`src/rtl/rx_stream_pkg.sv`:
```
// Shared constants and helpers for the receive stream source
// Contract
// - Drive 256-bit data, meaningful only while valid
// - First-beat marker only on first valid beat
// - Last-beat marker only on final valid beat
// - Every valid cycle is an accepted word
// - Ready in cycle n makes n+2 ready
// - Valid only in ready cycles
// - Valid stops within two clocks of drop
// - Valid resumes within two clocks when pending
// - Messages use four-dword header layout
// - First payload dword placed by qword alignment
// - Parity output only when build option enabled
// - Each parity bit is odd over byte
// - Parity bit k covers byte k
// - Empty field counts unused top quadwords
// - Fault flag during errored packet transfer
package rx_stream_pkg;
    localparam int DATA_W = 256;
    localparam int DWORD_W = 32;
    localparam int BYTE_W = 8;
    localparam int BYTES = DATA_W / BYTE_W;
    localparam int DWS_W = 4;
    localparam int EMPTY_W = 2;
    localparam int HANDSHAKE_DELAY = 2;
    localparam logic [DWS_W-1:0] FULL_DWS = 4'h8;
    localparam logic [DWS_W-1:0] QWORDS_PER_BEAT = 4'h4;
    // Header field positions in dword 0 and the low address bit of a three-dword header
    localparam int FMT_DATA_BIT = 30;
    localparam int FMT_4DW_BIT = 29;
    localparam int TYPE_HI_BIT = 28;
    localparam int TYPE_LO_BIT = 27;
    localparam logic [1:0] TYPE_MSG = 2'h2;
    localparam int ADDR_QW_BIT = 66;
    localparam int HDR3_SPLIT = 96;

    // Unused quadwords above the last valid dword of a beat
    function automatic logic [EMPTY_W-1:0] qw_empty(input logic [DWS_W-1:0] dws);
        logic [DWS_W-1:0] t;
        t = QWORDS_PER_BEAT - ((dws + 4'h1) >> 1);
        return t[EMPTY_W-1:0];
    endfunction
endpackage

```
`src/rtl/tlp_receive_stream_source.sv`:
```
// Receive stream source: ready-latency handshake, qword realignment, parity
`timescale 1ns/1ps
`default_nettype none
module tlp_receive_stream_source #(
    parameter bit PARITY_EN = 1'b1
) (
    input wire logic mclk,
    input wire logic rst_b,
    input wire logic in_valid,
    output logic in_ready,
    input wire logic [rx_stream_pkg::DATA_W-1:0] in_data,
    input wire logic in_sop,
    input wire logic in_eop,
    input wire logic [rx_stream_pkg::DWS_W-1:0] in_last_dws,
    input wire logic in_err,
    output logic [rx_stream_pkg::DATA_W-1:0] recv_bus_word,
    output logic recv_first_beat,
    output logic recv_last_beat,
    output logic recv_beat_qualifier,
    input wire logic recv_sink_accept,
    output logic [rx_stream_pkg::BYTES-1:0] recv_byte_odd_check,
    output logic [rx_stream_pkg::EMPTY_W-1:0] recv_unused_qwords,
    output logic recv_packet_fault
);
    typedef struct packed {
        logic rdy;
        logic valid;
        logic sop;
        logic eop;
        logic [rx_stream_pkg::EMPTY_W-1:0] empty;
        logic err;
        logic [rx_stream_pkg::DATA_W-1:0] data;
        logic [rx_stream_pkg::DWORD_W-1:0] carry;
        logic shift;
        logic tail;
        logic pkt_err;
        logic in_pkt;
    } state_t;

    state_t q;
    state_t n;
    logic fire_in;
    logic pad;
    logic sh;
    logic err_now;
    logic [rx_stream_pkg::BYTES-1:0] par_calc;

    // Only a held ready makes the next registered beat land in a ready cycle
    assign in_ready = q.rdy && !q.tail;
    assign fire_in = in_valid && in_ready;

    // Non-message three-dword header with data and even address gets one pad dword
    assign pad = in_sop && in_data[rx_stream_pkg::FMT_DATA_BIT]
        && !in_data[rx_stream_pkg::FMT_4DW_BIT]
        && (in_data[rx_stream_pkg::TYPE_HI_BIT:rx_stream_pkg::TYPE_LO_BIT] != rx_stream_pkg::TYPE_MSG)
        && !in_data[rx_stream_pkg::ADDR_QW_BIT];
    assign sh = in_sop ? pad : q.shift;
    assign err_now = in_err || (!in_sop && q.pkt_err);

    always_comb
    begin
        n = q;
        n.rdy = recv_sink_accept;
        n.valid = 1'b0;
        n.sop = 1'b0;
        n.eop = 1'b0;
        n.empty = '0;
        n.err = 1'b0;
        if (q.rdy && q.tail)
        begin
            // Spill beat holds the single dword pushed out by the pad
            n.valid = 1'b1;
            n.eop = 1'b1;
            n.data = {{(rx_stream_pkg::DATA_W-rx_stream_pkg::DWORD_W){1'b0}}, q.carry};
            n.empty = rx_stream_pkg::qw_empty(4'h1);
            n.err = q.pkt_err;
            n.tail = 1'b0;
            n.pkt_err = 1'b0;
            n.in_pkt = 1'b0;
            n.shift = 1'b0;
        end
        else if (fire_in)
        begin
            n.valid = 1'b1;
            n.sop = in_sop;
            n.err = err_now;
            n.shift = sh;
            n.carry = in_data[rx_stream_pkg::DATA_W-1 -: rx_stream_pkg::DWORD_W];
            if (in_sop)
            begin
                n.data = pad ? {in_data[rx_stream_pkg::DATA_W-rx_stream_pkg::DWORD_W-1:rx_stream_pkg::HDR3_SPLIT],
                    {rx_stream_pkg::DWORD_W{1'b0}}, in_data[rx_stream_pkg::HDR3_SPLIT-1:0]} : in_data;
            end
            else
            begin
                n.data = q.shift ? {in_data[rx_stream_pkg::DATA_W-rx_stream_pkg::DWORD_W-1:0], q.carry} : in_data;
            end
            if (in_eop && sh && in_last_dws == rx_stream_pkg::FULL_DWS)
            begin
                // Shifted last dword overflows: close the packet on a spill beat
                n.tail = 1'b1;
                n.pkt_err = err_now;
                n.in_pkt = 1'b1;
            end
            else if (in_eop)
            begin
                n.eop = 1'b1;
                n.empty = rx_stream_pkg::qw_empty(sh ? in_last_dws + 4'h1 : in_last_dws);
                n.pkt_err = 1'b0;
                n.in_pkt = 1'b0;
            end
            else
            begin
                n.pkt_err = err_now;
                n.in_pkt = 1'b1;
            end
        end
        if (!rst_b)
        begin
            n = '0;
        end
    end

    always_ff @(posedge mclk)
    begin
        q <= n;
    end

    odd_parity_gen #(
        .BYTES(rx_stream_pkg::BYTES)
    ) u_parity (
        .data(q.data),
        .parity(par_calc)
    );

    // Parity is a pure function of the data flops, so it tracks them with no extra stage
    assign recv_byte_odd_check = PARITY_EN ? par_calc : '0;
    assign recv_bus_word = q.data;
    assign recv_first_beat = q.sop;
    assign recv_last_beat = q.eop;
    assign recv_beat_qualifier = q.valid;
    assign recv_unused_qwords = q.empty;
    assign recv_packet_fault = q.err;
endmodule
`default_nettype wire

```
`src/rtl/odd_parity_gen.sv`:
```
// Per-byte odd parity generator
`timescale 1ns/1ps
`default_nettype none
module odd_parity_gen #(
    parameter int BYTES = 32
) (
    input wire logic [BYTES*8-1:0] data,
    output logic [BYTES-1:0] parity
);
    always_comb
    begin
        for (int k = 0; k < BYTES; k++)
        begin
            parity[k] = ~^data[8*k +: 8];
        end
    end
endmodule
`default_nettype wire

```
`config.mk`:
```
export PLATFORM = sky130hd
export DESIGN_NAME = tlp_receive_stream_source
export DESIGN_NICKNAME = d
export VERILOG_FILES = /design/src/rtl/rx_stream_pkg.sv /design/src/rtl/tlp_receive_stream_source.sv /design/src/rtl/odd_parity_gen.sv
export SDC_FILE = /design/constraint.sdc
export NUM_CORES = 1
export LEC_CHECK = 0
export ABC_AREA = 1
export BUFFER_PORTS_ARGS = -buffer_cell sky130_fd_sc_hd__buf_2
export CAP_MARGIN = 20
export CORE_MARGIN = 1
export CORE_UTILIZATION = 30
export CTS_BUF_LIST = sky130_fd_sc_hd__clkbuf_4
export CTS_CLUSTER_SIZE = 25
export DETAILED_ROUTE_END_ITERATION = 6
export GPL_TIMING_DRIVEN = 0
export PLACE_DENSITY = 0.63
export SYNTH_ARGS = -nofsm -noshare
export SYNTH_HDL_FRONTEND = slang
export SYNTH_SLANG_ARGS = --single-unit
```
`constraint.sdc`:
```
create_clock -name mclk -period 2.27 [get_ports mclk]
set_clock_uncertainty 0.15 [all_clocks]
set_input_delay 0.454 -clock mclk [delete_from_list [all_inputs] [get_ports mclk]]
set_output_delay 0.454 -clock mclk [all_outputs]
set_load 0.02 [all_outputs]
```
# After elaboration in Yosys (flattened, before gate mapping)
# Index checks and enable logic that the tools add are counted.
[op_classes]
n_addsub = 3
eq_ne = 2
n_mux = 13
bitwise_logic = 3
n_reduce_logical = 52
[ops]
columns = ["operator", "n"]
rows = [
  ["$mux 256", 3],
  ["$mux 298", 1],
  ["$mux 260", 1],
  ["$reduce_xnor 8->1", 32],
  ["$logic_and 1x1->1", 10],
  ["$mux 3", 3],
  ["$add 3x1->3 const B", 2],
  ["$eq 4x4->1 const B", 1],
  ["$logic_not 1->1", 4],
  ["$mux 2", 2],
  ["$reduce_and 2->1", 2],
  ["$mux 1", 3],
  ["$not 1->1", 3],
  ["$reduce_or 3->1", 1],
  ["$ne 2x2->1 const B", 1],
  ["$reduce_bool 2->1", 1],
  ["$reduce_or 2->1", 1],
  ["$sub 1x2->2 const A", 1],
  ["$logic_or 1x1->1", 1],
]
[totals]
regBits = 299
in_bits = 267
out_inout_bits = 295
wordCells = 86

# Depth between registers and ports, before layout
[depth]
word_depth = 12
depth_mapped = 17
mapped_depth_nobuf = 16

# By module
# Synthesis repeated with hierarchy kept, for this count alone.
[unflattened]
hier_cells = 3502
hier_area_um2 = 20617.3
[modules_own_cells]
columns = ["module", "n_inst", "cells_each", "area_per_inst_um2", "seq_area_each_um2"]
rows = [
  ["tlp_receive_stream_source", 1, 2318, 15972.8, 5965.7],
  ["odd_parity_gen", 1, 1184, 4644.5, 0.0],
]

# Worst setup path after synthesis
# OpenSTA, ideal clock, no wires.
[synth_timing]
path_kind = "input -> register"
startpoint = "in in_data[29] in the netlist's numbering"
endpoint = "reg q, in the netlist recv_unused_qwords[1]"
setup_ps = 114
arrival_time_ps = 1867
required_time_ps = 2006
setup_slack_ps = 139
cell_stages = 14
n_path_buf = 1
path_cell_list = "nor2_1 > nand3_1 > nand2_2 > buf_2 > xor2_1 > ha_1 > inv_1 > nand2_1 > nand3b_1 > nand2_1 > nand3_1 > nand2_1 > nor2_1 > nor2_1"
[synth_between]
elab_chain_len = 12
word_cells_on_any_way = 14
cone_classes = "add/sub (2); mux (6); reduce/logical (6)"
[synth_lines]
columns = ["element", "line_no", "text"]
rows = [
  ["from (decl)", "tlp_receive_stream_source.sv:11", "input wire logic [rx_stream_pkg::DATA_W-1:0] in_data,"],
  ["$logic_not 1->1 *", "tlp_receive_stream_source.sv:54", "&& !in_data[rx_stream_pkg::FMT_4DW_BIT]"],
  ["$logic_and 1x1->1 *", "tlp_receive_stream_source.sv:54", ""],
  ["$logic_and 1x1->1 *", "tlp_receive_stream_source.sv:55", "&& (in_data[rx_stream_pkg::TYPE_HI_BIT:rx_stream_pkg::TYPE_LO_BIT] != rx_stream_pkg::TYPE_MSG)"],
  ["$logic_and 1x1->1 *", "tlp_receive_stream_source.sv:56", "&& !in_data[rx_stream_pkg::ADDR_QW_BIT];"],
  ["$mux 1 *", "tlp_receive_stream_source.sv:57", "assign sh = in_sop ? pad : q.shift;"],
  ["$mux 3", "tlp_receive_stream_source.sv:108", "n.empty = rx_stream_pkg::qw_empty(sh ? in_last_dws + 4'h1 : in_last_dws);"],
  ["$add 3x1->3", "rx_stream_pkg.sv:40", "t = QWORDS_PER_BEAT - ((dws + 4'h1) >> 1);"],
  ["$sub 1x2->2", "rx_stream_pkg.sv:40", ""],
  ["$mux 3", "tlp_receive_stream_source.sv:105", "else if (in_eop)"],
  ["$mux 3 *", "tlp_receive_stream_source.sv:98", "if (in_eop && sh && in_last_dws == rx_stream_pkg::FULL_DWS)"],
  ["$mux 298 *", "tlp_receive_stream_source.sv:82", "else if (fire_in)"],
  ["$mux 260 *", "tlp_receive_stream_source.sv:69", "if (q.rdy && q.tail)"],
  ["to (signal assigned)", "tlp_receive_stream_source.sv:126", "q <= n;"],
  ["to (decl)", "tlp_receive_stream_source.sv:40", "state_t q;"],
]
# Every way passes the cells marked *; elsewhere a longest branch is shown, timed or not. The select of a mux whose other input is x is not followed.
# A chain may end at the register's enable or synchronous reset.

# Worst setup path in the final report
[layout_timing]
startpoint = "reg q, in the netlist recv_bus_word[209]"
endpoint = "out recv_byte_odd_check[26] in the netlist's numbering"
[layout_between]
elab_chain_len = 1
[layout_lines]
columns = ["element", "line_no", "text"]
rows = [
  ["$reduce_xnor 8->1", "odd_parity_gen.sv:14", "parity[k] = ~^data[8*k +: 8];"],
  ["to (decl)", "tlp_receive_stream_source.sv:21", "output logic [rx_stream_pkg::BYTES-1:0] recv_byte_odd_check,"],
]
# No other way between the ends.

==> impl_metrics.tcl <==
set metrics [dict create \
    wl_per_cell_um 20.3 \
    area_growth_pct 51.2 \
    yosysSeqAreaShare_pct 33.3 \
    ios 562 \
    fin_ws_ns -0.304 \
    fmax_mhz 388 \
    overflow 0 \
    period_minus_slack_ns 2.57 \
    clock_sinks 298 \
    nNetsFinal 3787 \
    synth_area_per_cell_um2 7.06 \
    wl_um 88200 \
    grt_use_total_pct 27.4 \
    start_util_pct 30.4 \
    fin_util_pct 45.9 \
    max_stage_delay_ns 0.34 \
    routabilityCongestion 0.954 \
    n_fill_cell 5941 \
    core_area_um2 59000 \
    synth_cell_types 27 \
    h-tree-depth 3 \
    synth_cells 2538 \
    async_reset_ff_share_pct 0 \
    cts_tree "built" \
    io_buffers 560 \
    timing.final.max_slew_violations 0 \
    final_area_um2 27100 \
    peakVddDrop_uv 367 \
    hold_violations 0 \
    die-area_um2 60700 \
    synth.area.top_cells "dfxtp_1 33%, nand2_1 11%, buf_4 11%, nand3_1 9.0%, xnor2_1 7.8%" \
    placed_area_um2 21700 \
    layout_commonest_cell "buf_2" \
    outcome "finished, violations left" \
    antenna_left 0 \
    rrSetupSlack_ns 0.14 \
    first_pass_iters 7 \
    synth_ff_type "dfxtp_1" \
    synth_top_area_share_pct 33.3 \
    worst_slew_pin_slew_ns 0.691 \
    cp_data_arrival_time_ns 1.97 \
    rsz0062_at_grt "yes" \
    row_count 89 \
    fp.dieH_um 246 \
    ys_warn_count 0 \
    initialDrtViolationCount 2083 \
    syn_area_um2 17900 \
    drc 8 \
    synth_nets 2808 \
    cp_cell_sequence "xor2_2, xnor2_2, xnor2_1, buf_4" \
    drive_above_1_share_pct 39.9 \
    synth_top_area_cell "dfxtp_1" \
    setup_viol 32 \
    viasPerCell 4.87 \
    final_cell_mix "608 x buf_2, 543 x nand2_1, 355 x buf_4, 321 x nand3_1, 272 x dlygate4sd3_1" \
    clk_transition_reported_paths_ns 0.07 \
    die_x_um 246 \
    relSlewSlack_pct 53.9 \
    cts_buffer_depth 3 \
    numCtsBuffers 87 \
    cap_violations 0 \
    cp-start-kind "flop" \
    synth_edf_count 0 \
    grt_pass1_wl_um 122000 \
    critPathMaxFanout 2 \
    multiInputGateArea_um2 8860 \
    crit_slowest_cell "dfxtp_2" \
    clk_latency_ns 0.80 \
    violations "DRC, setup timing" \
    dpl.hpwl_um 67200 \
    grt_pass1_vias 19800 \
    worstHoldPathType "in -> reg" \
    grt_max_degree 13 \
    cp-end-kind "output port" \
    seqCellArea_um2 6280 \
    finalSetupTns_ns -6.11 \
    cts_root_buf "clkbuf_4" \
    antenna_found_initial 4 \
    crit_required_ns 1.67 \
    critical_path_class "reg -> out" \
    finalCritPeriodShare_pct 113 \
    ys_ff_latch 298 \
    power_density_nw_per_um2 558 \
    leakagePower_uw 0.0138 \
    vias 21200 \
]
path summary, 6_finish.rpt:
path                                    startpoint                 endpoint  depth (start not counted)
worst max-delay path            recv_bus_word[209]  recv_byte_odd_check[26]                          4
worst min-delay path                        in_sop                     q[3]                          6
worst max register to register                q[2]       recv_bus_word[253]                          7
worst min register to register               q[18]                    q[18]                          2
synth_stat cells, types with 3 or more instances:
cell type / number
nand3b_1: 32
nand3_1: 322
buf_1: 13
xor2_1: 65
nand2_1: 543
a21oi_1: 245
o21ai_0: 64
buf_2: 92
clkbuf_1: 47
inv_2: 5
ha_1: 3
dfxtp_1: 298
o21ai_1: 4
xnor2_1: 160
nor2_1: 10
inv_1: 272
buf_4: 269
o211ai_1: 81
state kept, by name, indices dropped and copies added, names as in the netlist:
register	flops
recv_last_beat	1
recv_unused_qwords	2
recv_first_beat	1
recv_packet_fault	1
recv_beat_qualifier	1
q	36
recv_bus_word	256
final cells by class:
class,count,area share (%)
antenna,3,0.0277
buffer,420,10.1
clock buffer,126,3.49
clock inverter,13,0.499
inverter,277,3.85
multi-input combinational,1541,32.7
sequential,298,23.2
tap,773,3.57
timing repair buffer,892,22.6
cell families after synthesis:
kind of cell             synth area share (%)
adder cells (fa/ha/maj)                 0.209
AO/OA/AOI/OAI                            12.3
buffers and inverters                    21.0
flip-flops                               33.3
XOR/XNOR                                 11.0
AND/OR/NAND/NOR                          22.2
metal layers:
| metal | global-route usage, % | vias to the layer above | part of all wire, % |
|---|---|---|---|
| li1 | - | 9832 | - |
| met1 | 35.0 | 9920 | 41 |
| met2 | 44.9 | 1168 | 47 |
| met3 | 4.37 | 234 | 7.6 |
| met4 | 13.2 | 2 | 4.5 |
| met5 | 0 | - | 0.0091 |
timing repair:
action / CTS / global route
pin swaps: 105 / 76
gates resized for setup: 244 / 150
endpoints found under the hold margin: 296 / 2
hold buffers: 273 / 1
buffers inserted: 46 / 13
endpoints found under the setup margin: 113 / 176
where the power goes:
group	total [uW]	internal (uW)	switching (uW)	leakage (uW)
logic	4070	1860	2210	0.0106
registers	5730	5470	261	0.00253
clock network	5320	2840	2480	0.000648
total	15100	10200	4960	0.0138
stage by stage:
stage | hold WS, ns | std cells | power (uW) | setup WS (ns)
after global placement | 0.307 | 3871 | 9100 | -0.750
final | 0.137 | 4343 | 15100 | -0.304
after floorplan | 0.295 | 2538 | 7810 | 0.139
after CTS | 0.0565 | 4328 | 15000 | -0.351
after global routing | 0.101 | 4343 | 15700 | -0.384
after detailed placement | 0.311 | 3871 | 9120 | -0.739
critical path: cells and delay by family, from the launching register on:
family	cells	cell delay, ns
xor gates and xnor gates	3	0.61
DFF	1	0.34
buffers and inverters	1	0.20
Power figures use the tool's default switching activity.
